## src/rcr_pkg.sv

```systemverilog
package rcr_pkg;

   // Register location in the special-function-register space
   localparam logic [7:0] RCR_SFR_PAGE = 8'h00;
   localparam logic [7:0] RCR_SFR_ADDR = 8'hEF;

   // Bit positions of reset_cause_and_enable
   localparam int RCR_BIT_CALENDAR = 7;
   localparam int RCR_BIT_FLASH    = 6;
   localparam int RCR_BIT_CMP      = 5;
   localparam int RCR_BIT_SOFT     = 4;
   localparam int RCR_BIT_WDT      = 3;
   localparam int RCR_BIT_CLK_LOSS = 2;
   localparam int RCR_BIT_POWER    = 1;
   localparam int RCR_BIT_PIN      = 0;

   // Values after power-on
   localparam logic [7:0] RCR_FLAGS_POR   = 8'h02;
   localparam logic       RCR_SUPPLY_EN_R = 1'b1;

   // Timing at 100 MHz
   localparam int RCR_CLK_PERIOD_NS   = 10;
   localparam int RCR_CLOCK_LOSS_US   = 100;
   localparam int RCR_CLOCK_LOSS_CYC  = (RCR_CLOCK_LOSS_US * 1000) / RCR_CLK_PERIOD_NS;
   localparam int RCR_HOLD_CYC        = 16;
   localparam int RCR_CNT_W           = 16;

   // Reset requests and the low-power mode level as seen by the cause logic, one cycle each or levels
   typedef struct packed {
      logic calendar_alarm;
      logic calendar_osc_fail;
      logic flash_fault;
      logic comparator_trip;
      logic watchdog_overflow;
      logic supply_low;
      logic low_power_mode;
   } rcr_sources_s;

   // Register-port access
   typedef struct packed {
      logic       wr;
      logic       rd;
      logic [7:0] page;
      logic [7:0] addr;
      logic [7:0] wdata;
   } rcr_sfr_req_s;

   typedef enum logic {
      RCR_RUN,
      RCR_HOLD
   } rcr_state_e;

endpackage

```

## src/rcr_clock_loss_detector.sv

```systemverilog
`timescale 1ns/1ps
module rcr_clock_loss_detector #(
   parameter int LOSS_CYCLES = rcr_pkg::RCR_CLOCK_LOSS_CYC
) (
   // Clock and reset
   input  wire logic ref_clk,
   input  wire logic reset_n,
   // Monitored clock level and control
   input  wire logic sys_clk_level,
   input  wire logic armed,
   // Timeout level, held until the monitored clock toggles or the detector is disarmed
   output logic      timeout
);

   logic                          last_level_reg;
   logic [rcr_pkg::RCR_CNT_W-1:0] stuck_count_reg;

   localparam logic [rcr_pkg::RCR_CNT_W-1:0] LIMIT = rcr_pkg::RCR_CNT_W'(LOSS_CYCLES - 1);

   always_ff @(posedge ref_clk) begin
      if (!reset_n) begin
         last_level_reg <= 1'b0;
      end else begin
         last_level_reg <= sys_clk_level;
      end
   end

   // Any edge of the monitored clock restarts the one-shot
   always_ff @(posedge ref_clk) begin
      if (!reset_n || !armed || (sys_clk_level != last_level_reg)) begin
         stuck_count_reg <= '0;
         timeout         <= 1'b0;
      end else if (stuck_count_reg == LIMIT) begin
         timeout <= 1'b1;
      end else begin
         stuck_count_reg <= stuck_count_reg + 1'b1;
         timeout         <= 1'b0;
      end
   end

endmodule

```

## src/rcr_top.sv

```systemverilog
// Contract
// - Bit 7 write enables calendar alarm and oscillator-fail reset sources.
// - Bit 7 reads 1 when a calendar event caused the last reset.
// - Bit 6 is read-only, 1 after a flash fault reset.
// - Bit 5 write enables the comparator as reset source.
// - Bit 5 reads 1 when the comparator caused the last reset.
// - Writing 1 to bit 4 forces a full system reset; 0 does nothing.
// - Bit 4 reads 1 after a software-forced reset.
// - Bit 3 is read-only, 1 after a watchdog overflow reset.
// - Bit 2 write enables clock-loss detector; reads 1 after its reset.
// - Bit 1 write enables the supply monitor as reset source.
// - Bit 1 reads 1 after power-on or supply-monitor reset.
// - Bit 0 is read-only, 1 after an external pin reset.
// - Register sits at page 0x0, address 0xEF, eight bits wide.
// - Clock loss resets when the system clock sticks over 100 us.
// - Clock-loss and watchdog sources gated off in low power, then restored.
`timescale 1ns/1ps
module rcr_top #(
   parameter int CLOCK_LOSS_CYCLES = rcr_pkg::RCR_CLOCK_LOSS_CYC
) (
   // Clock and power-on reset
   input  wire logic                  ref_clk,
   input  wire logic                  reset_n,
   // Register port
   input  wire rcr_pkg::rcr_sfr_req_s sfr_req,
   output logic [7:0]                 sfr_rdata,
   // Reset sources
   input  wire rcr_pkg::rcr_sources_s sources,
   input  wire logic                  pin_reset_n,
   input  wire logic                  sys_clk_level,
   // System reset and state
   output logic                       system_reset,
   output logic                       clock_loss_armed
);

   logic [7:0]          flags_reg;
   logic [7:0]          flags_next;
   logic                calendar_en_reg;
   logic                cmp_en_reg;
   logic                clock_loss_en_reg;
   logic                supply_en_reg;
   logic                soft_req_reg;
   logic                clock_loss_timeout;
   logic                hit;
   logic                req_any;
   logic                hold_src;
   logic [4:0]          hold_count_reg;
   rcr_pkg::rcr_state_e state_reg;

   localparam logic [4:0] HOLD_LAST = 5'(rcr_pkg::RCR_HOLD_CYC - 1);

   assign hit = (sfr_req.page == rcr_pkg::RCR_SFR_PAGE) &&
                (sfr_req.addr == rcr_pkg::RCR_SFR_ADDR);

   rcr_clock_loss_detector #(
      .LOSS_CYCLES (CLOCK_LOSS_CYCLES)
   ) u_clock_loss_detector (
      .ref_clk       (ref_clk),
      .reset_n       (reset_n),
      .sys_clk_level (sys_clk_level),
      .armed         (clock_loss_armed),
      .timeout       (clock_loss_timeout)
   );

   // Decide the cause of a new reset; only one flag is set, highest priority wins
   always_comb begin
      flags_next = '0;
      if (!pin_reset_n) begin
         flags_next[rcr_pkg::RCR_BIT_PIN] = 1'b1;
      end else if (supply_en_reg && sources.supply_low) begin
         flags_next[rcr_pkg::RCR_BIT_POWER] = 1'b1;
      end else if (clock_loss_timeout) begin
         flags_next[rcr_pkg::RCR_BIT_CLK_LOSS] = 1'b1;
      end else if (sources.watchdog_overflow && !sources.low_power_mode) begin
         flags_next[rcr_pkg::RCR_BIT_WDT] = 1'b1;
      end else if (sources.flash_fault) begin
         flags_next[rcr_pkg::RCR_BIT_FLASH] = 1'b1;
      end else if (soft_req_reg) begin
         flags_next[rcr_pkg::RCR_BIT_SOFT] = 1'b1;
      end else if (cmp_en_reg && sources.comparator_trip) begin
         flags_next[rcr_pkg::RCR_BIT_CMP] = 1'b1;
      end else if (calendar_en_reg &&
                   (sources.calendar_alarm || sources.calendar_osc_fail)) begin
         flags_next[rcr_pkg::RCR_BIT_CALENDAR] = 1'b1;
      end
   end

   assign req_any  = |flags_next;
   // Pin and supply-low levels keep the system in reset while they persist; the comparator term lapses once the hold clears cmp_en_reg
   assign hold_src = !pin_reset_n || (supply_en_reg && sources.supply_low) ||
                     (cmp_en_reg && sources.comparator_trip);

   // Reset sequencing
   always_ff @(posedge ref_clk) begin
      if (!reset_n) begin
         state_reg      <= rcr_pkg::RCR_HOLD;
         hold_count_reg <= '0;
         system_reset   <= 1'b1;
      end else begin
         unique case (state_reg)
            rcr_pkg::RCR_RUN: begin
               if (req_any) begin
                  state_reg      <= rcr_pkg::RCR_HOLD;
                  hold_count_reg <= '0;
                  system_reset   <= 1'b1;
               end
            end
            rcr_pkg::RCR_HOLD: begin
               if (hold_src) begin
                  hold_count_reg <= '0;
               end else if (hold_count_reg == HOLD_LAST) begin
                  state_reg    <= rcr_pkg::RCR_RUN;
                  system_reset <= 1'b0;
               end else begin
                  hold_count_reg <= hold_count_reg + 1'b1;
               end
            end
         endcase
      end
   end

   // Cause flags are captured once, on entry to a reset
   always_ff @(posedge ref_clk) begin
      if (!reset_n) begin
         flags_reg <= rcr_pkg::RCR_FLAGS_POR;
      end else if (state_reg == rcr_pkg::RCR_RUN && req_any) begin
         flags_reg <= flags_next;
      end
   end

   // Software reset request; writing 0 leaves it alone
   always_ff @(posedge ref_clk) begin
      if (!reset_n || state_reg == rcr_pkg::RCR_HOLD) begin
         soft_req_reg <= 1'b0;
      end else if (sfr_req.wr && hit && sfr_req.wdata[rcr_pkg::RCR_BIT_SOFT]) begin
         soft_req_reg <= 1'b1;
      end
   end

   // Enables are write-only; every system reset returns them to defaults
   always_ff @(posedge ref_clk) begin
      if (!reset_n || state_reg == rcr_pkg::RCR_HOLD) begin
         calendar_en_reg   <= 1'b0;
         cmp_en_reg        <= 1'b0;
         clock_loss_en_reg <= 1'b0;
         supply_en_reg     <= rcr_pkg::RCR_SUPPLY_EN_R;
      end else if (sfr_req.wr && hit) begin
         calendar_en_reg   <= sfr_req.wdata[rcr_pkg::RCR_BIT_CALENDAR];
         cmp_en_reg        <= sfr_req.wdata[rcr_pkg::RCR_BIT_CMP];
         clock_loss_en_reg <= sfr_req.wdata[rcr_pkg::RCR_BIT_CLK_LOSS];
         supply_en_reg     <= sfr_req.wdata[rcr_pkg::RCR_BIT_POWER];
      end
   end

   // Gating leaves the enable untouched, so exit from low power restores it
   always_ff @(posedge ref_clk) begin
      if (!reset_n) begin
         clock_loss_armed <= 1'b0;
      end else begin
         clock_loss_armed <= clock_loss_en_reg && !sources.low_power_mode &&
                             state_reg == rcr_pkg::RCR_RUN;
      end
   end

   // Reads return the cause flags, one cycle after the strobe
   always_ff @(posedge ref_clk) begin
      if (!reset_n) begin
         sfr_rdata <= '0;
      end else if (sfr_req.rd && hit && !system_reset) begin
         sfr_rdata <= flags_reg;
      end else begin
         sfr_rdata <= '0;
      end
   end

endmodule

```

## config.mk

```make
export PLATFORM = sky130hd
export DESIGN_NAME = rcr_top
export DESIGN_NICKNAME = d
export VERILOG_FILES = /design/src/rcr_pkg.sv /design/src/rcr_clock_loss_detector.sv /design/src/rcr_top.sv
export SDC_FILE = /design/constraint.sdc
export NUM_CORES = 1
export LEC_CHECK = 0
export ABC_AREA = 1
export BUFFER_PORTS_ARGS = -buffer_cell sky130_fd_sc_hd__buf_2
export CORE_UTILIZATION = 45
export CTS_BUF_LIST = sky130_fd_sc_hd__clkbuf_4 sky130_fd_sc_hd__clkbuf_8
export CTS_CLUSTER_DIAMETER = 150
export DETAILED_ROUTE_END_ITERATION = 6
export HOLD_SLACK_MARGIN = 0.02
export PLACE_DENSITY = 0.7
export SETUP_SLACK_MARGIN = 0.5
export SLEW_MARGIN = 0
export SYNTH_ARGS = -nofsm -noshare
export SYNTH_HDL_FRONTEND = slang
export SYNTH_SLANG_ARGS = --single-unit
```

## constraint.sdc

```tcl
create_clock -name ref_clk -period 1.3 [get_ports ref_clk]
set_input_delay 0.13 -clock ref_clk [delete_from_list [all_inputs] [get_ports ref_clk]]
set_output_delay 0.13 -clock ref_clk [all_outputs]
set_load 0.01 [all_outputs]
```

[After elaboration in Yosys (flattened, before gate mapping)]
Cells that the tools add are included.
Storage, ports and cells
  register bits after elaboration: 47
  bits of input ports: 37
  output and inout port bits: 10
  logic and storage cells: 83
Operators by class
  $add $sub $neg: 2
  eq/ne operators: 8
  muxes and demuxes: 30
  bitwise logic cells: 1
  reductions and logical operators: 28
Operator list (number)
  2-to-1 mux 5 bit: 4
  2-to-1 mux 1 bit: 19
  adder 16 x 1 -> 16 bit, second input constant: 1
  == test 16 x 14 -> 1 bit, second input constant: 1
  logical AND 1 bit: 12
  case mux 5 bit (2 select lines): 1
  == test 8 bit, second input constant: 1
  logical NOT 8 bit: 1
  OR reduction 8 bit: 1
  2-to-1 mux 7 bit: 1
  logical OR 1 bit: 6
  2-to-1 mux 6 bit: 1
  adder 5 x 1 -> 5 bit, second input constant: 1
  == test 5 x 4 -> 1 bit, second input constant: 1
  logical NOT 1 bit: 5
  2-to-1 mux 4 bit: 1
  inequality test 2 bit, second input constant: 2
  case mux 1 bit (2 select lines): 2
  AND reduction 2 bit: 2
  inequality test 3 bit, second input constant: 1
  AND reduction 3 bit: 1
  2-to-1 mux 2 bit: 1
  inequality test 2 x 1 -> 1 bit, second input constant: 1
  inequality test 1 bit: 1
  NOT 1 bit: 1

[Logic depth before layout (Yosys ltp)]
  depth after elaboration: 13
  mapped depth: 9

[Cells and area by module]
From an unflattened synthesis, not the netlist that was laid out.
Unflattened totals
  cells, all modules: 314
  area, all modules: 2270.9 um^2
Modules (own cells, without submodules)
  rcr_top: instances 1, cells each 166, area each 1270.0 um^2, sequential area each 580.6 um^2
  rcr_clock_loss_detector: instances 1, cells each 148, area each 1001.0 um^2, sequential area each 360.3 um^2

[Worst setup path before layout]
OpenSTA, ideal clock, no wires.
  path kind: flip-flop to flip-flop
  from: reg u_clock_loss_detector.stuck_count_reg[0] (netlist name)
  to: reg u_clock_loss_detector.stuck_count_reg[0] (netlist name)
  arrival time: 1.188 ns
  data required time: 1.186 ns
  path slack: -0.002 ns
  stages on the path, launching flop included: 9
  clock period less this slack: 1.302 ns
  path through: dfxtp_1 > ha_1 > nand2_1 > nor2_1 > inv_1 > nor2_1 > nand2_1 > nand2_1 > a21oi_2
On the way
  word-level cells in the longest chain between the ends: 1
RTL lines
  start: declaration: RTL line rcr_clock_loss_detector.sv:16  | logic [rcr_pkg::RCR_CNT_W-1:0] stuck_count_reg;
  start signal: assignment: RTL line rcr_clock_loss_detector.sv:36  | stuck_count_reg <= stuck_count_reg + 1'b1;
  adder 16 x 1 -> 16 bit / == test 16 x 14 -> 1 bit (equally long branches): RTL line rcr_clock_loss_detector.sv:36, rcr_clock_loss_detector.sv:33
Parallel ways exist; a longest one is shown, timed or not.
A chain may end at the register's enable or synchronous reset.

[Worst setup path after layout]
  from: reg u_clock_loss_detector.stuck_count_reg[3] (netlist name)
  to: reg u_clock_loss_detector.stuck_count_reg[14] (netlist name)
The elaborated chain is that of the path after synthesis.

==> summary.md <==
| Metric | Value |
|---|---|
| First-pass iteration count of the detailed router | `4` |
| Design area | `~3500 um^2` |
| Die area | `~5200 um^2` |
| Max-Cap Viols | `0` |
| Hold Vio Cnt, Final | `0` |
| WP data arrival | `1510 ps` |
| Storage cell area | `approximately 970 um^2` |
| CP startpoint | `u_clock_loss_detector.stuck_count_reg[3]` |
| Worst Setup Path Type | `flip-flop to flip-flop` |
| Clock Sinks | `47` |
| GRT Total Usage | `0.230` |
| Main synth FF type | `dfxtp_1` |
| Clock Tree Root | `clkbuf_8` |
| Post-synthesis simple-gate area fraction | `0.368` |
| Vias in the first global route | `around 2200` |
| Post-synth EDFFs | `0` |
| Core area | `~4700 um^2` |
| Synth Instances | `slightly above 300` |
| VDD IR-drop max | `around 0.65 mV` |
| Layout area overhead | `58.8%` |
| Row count | `25` |
| Synth top area share | `0.423` |
| Area contributors post-synth | `dfxtp_1 (42%), nand2_1 (9.8%), nor2_1 (9.0%)` |
| Xor/xnor share of the synthesized area | `0.00788` |
| GP Congestion | `between 0.9 and 1` |
| Synth top cells by count | `nand2_1 (58), nor2_1 (53), dfxtp_1 (47)` |
| RSZ-0062 raised after global routing | `true` |
| Final setup fails | `1` |
| Vias | `2366` |
| Net count after synthesis | `around 350` |
| Asr flop ratio synth | `0` |
| CP endpoint | `u_clock_loss_detector.stuck_count_reg[14]` |
| CP endpoint kind | `flip-flop` |
| DRT iter0 DRCs | `103` |
| Area occupied by multi-input gates | `1560 um^2` |
| Most frequent cell after synthesis | `nand2_1` |
| Die height | `72.3 um` |
| Synth Register Bits | `47` |
| Failing checks | `setup timing` |
| Largest family of logic cells by synthesized area | `simple AND/OR/NAND/NOR gates` |
| Die width | `roughly 72 um` |
| Worst-path maximum fanout | `5` |
| Mux cell area share after synthesis | `0` |
| # DRC | `0` |
| Dpl hpwl | `3710 um` |
| Synthesized area per cell | `slightly above 7 um^2` |
| H-tree levels | `2` |
| Initial antenna violation count | `0` |
| DR vias/cell | `between 5 and 6` |
| Final WL | `between 6000 and 7000 um` |
| Initial Utilization | `0.470` |
| Compound-gate portion of the synthesized area | `0.0833` |
| Post-DRT Antenna Nets | `0` |
| Grt ovf | `0` |
| Skew final | `8.43 ps` |
| FF-to-FF setup slack | `-0.5 ps` |
| PortBufs | `between 40 and 50` |
| Ant diodes | `0` |
| Dpl cell area | `roughly 2700 um^2` |
| CTS tree | `yes` |
| Share of cells above drive strength 1 | `0.553` |
| Min Tclk post-route | `1300 ps` |
| Worst min-delay path category | `input pin to flip-flop` |
| Max Fclk | `~770 MHz` |
| RR Startpoint | `u_clock_loss_detector.stuck_count_reg[3]` |
| Status | `finished with violations` |
| Maximum clock path buffer count | `2` |
| Fin. max-slew vios | `0` |
| Synth unique cells | `29` |
| Reg clk slew, reported paths | `about 100 ps` |
| Sequential fraction of the synthesis area | `0.423` |
| Drt wl/cell | `approximately 14 um` |
| Core Util, Final | `0.747` |
| PD cells | `around 780 nW/um^2` |
| Num ports | `47` |
| Final Cycle Share | `1.00` |
| CTS Buf Count | `5` |
| Largest net degree at the start of global routing | `17` |
| Worst reg2reg endpoint | `u_clock_loss_detector.stuck_count_reg[14]` |
| Largest register FFs | `16` |
| Fin nets | `439` |
| Global-route wire length before repair | `approximately 9300 um` |
| Worst setup margin | `-0.476 ps` |
| Startpoint types | `flip-flop` |
| R2r worst-path depth | `7` |
| Fill cells | `roughly 330` |
| Yosys warnings | `0` |
| Top cell type by total area after synthesis | `dfxtp_1` |
| Pre-CTS WS | `~2.8 ps` |
| Slew margin rel. | `0.771` |
| Critical path required time | `about 1500 ps` |
| Clk_lat worst skew | `310 ps` |
| Worst slew pin tran | `around 340 ps` |
| Mapped Area | `~2200 um^2` |
| Final Total Pwr | `around 2.7 mW` |
| Leak | `around 1.4 nW` |
| Synth Area in Adders | `0.0169` |
-- worst min-delay path by stage --
stage,endpoint,cells past startpoint,start
global placement,clock_loss_armed,2,sources[0]
detailed placement,clock_loss_armed,2,sources[0]
CTS,calendar_en_reg,3,sfr_req[7]
global route,calendar_en_reg,3,sfr_req[7]
floorplan,clock_loss_armed,1,sources[0]
finish,calendar_en_reg,3,sfr_req[7]
-- per-layer routing --
layer,track usage,wire (um),vias up
li1,-,-,1179
met1,0.246,2640,1105
met2,0.424,3670,69
met3,0.0417,235,13
met4,0.129,127,0
met5,0,0,-
-- cells in the final DEF (no fill, tap or decap), drive strengths merged --
cell type / n
nor2: 59
nor3: 10
a31oi: 3
clkbuf: 5
nand3b: 2
nor3b: 2
nand4: 17
a21oi: 17
dlygate4sd3: 1
bufinv: 1
clkinv: 2
dfxtp: 47
xnor2: 1
nand3: 22
o21ai: 8
xor2: 1
inv: 51
ha: 3
buf: 81
nand2: 65
o22ai: 2
-- timing repair --
| item | 4_1_cts | 5_1_grt |
|---|---|---|
| buffers inserted | 11 | 12 |
| pin swaps | 40 | 31 |
| hold buffers | 1 | 0 |
| endpoints found under the hold margin | 1 | 0 |
| resized for setup | 58 | 63 |
| endpoints found under the setup margin | 55 | 56 |
| gates cloned | 1 | 1 |
-- kinds of logic after synthesis --
| group | count (synthesis) |
|---|---|
| flip-flops | 47 |
| adder cells (fa/ha/maj) | 3 |
| XOR/XNOR | 2 |
| AO/OA/AOI/OAI | 30 |
| AND/OR/NAND/NOR | 176 |
| buffers and inverters | 53 |
-- critical path, cell delays in order (launching register included) --
cell and delay, ps:
dfxtp_2 360, nand2_2 100, nor2_4 170, nand2_4 80, nor2_4 200, nand3_2 100, o21ai_2 130, nor2_1 50
-- stage by stage --
stage | TNS [ps] | hold slack (ps) | cells
detailed placement | 0 | 312 | 433
global route | -265 | 62.0 | 467
global placement | 0 | 305 | 433
finish | -0.476 | 58.8 | 467
floorplan | 0 | 199 | 311
CTS | -4.86 | 52.7 | 454
-- layout make-up --
class,instances,area share
multi-input combinational,212,0.442
sequential,47,0.276
timing repair buffer,82,0.168
inverter,50,0.0560
tap,67,0.0238
clock buffer,5,0.0195
clock inverter,3,0.0135
timing repair inverter,1,0.00142
-- power breakdown --
| part | internal [mW] | total (mW) | switching [mW] | leakage, nW |
|---|---|---|---|---|
| Combinational | 0.0888 | 0.185 | 0.0963 | 0.975 |
| Clock | 0.583 | 1.12 | 0.539 | 0.0587 |
| Sequential | 1.44 | 1.44 | 0.00287 | 0.387 |
| Total | 2.11 | 2.75 | 0.639 | 1.42 |
Power figures use the tool's default switching activity.
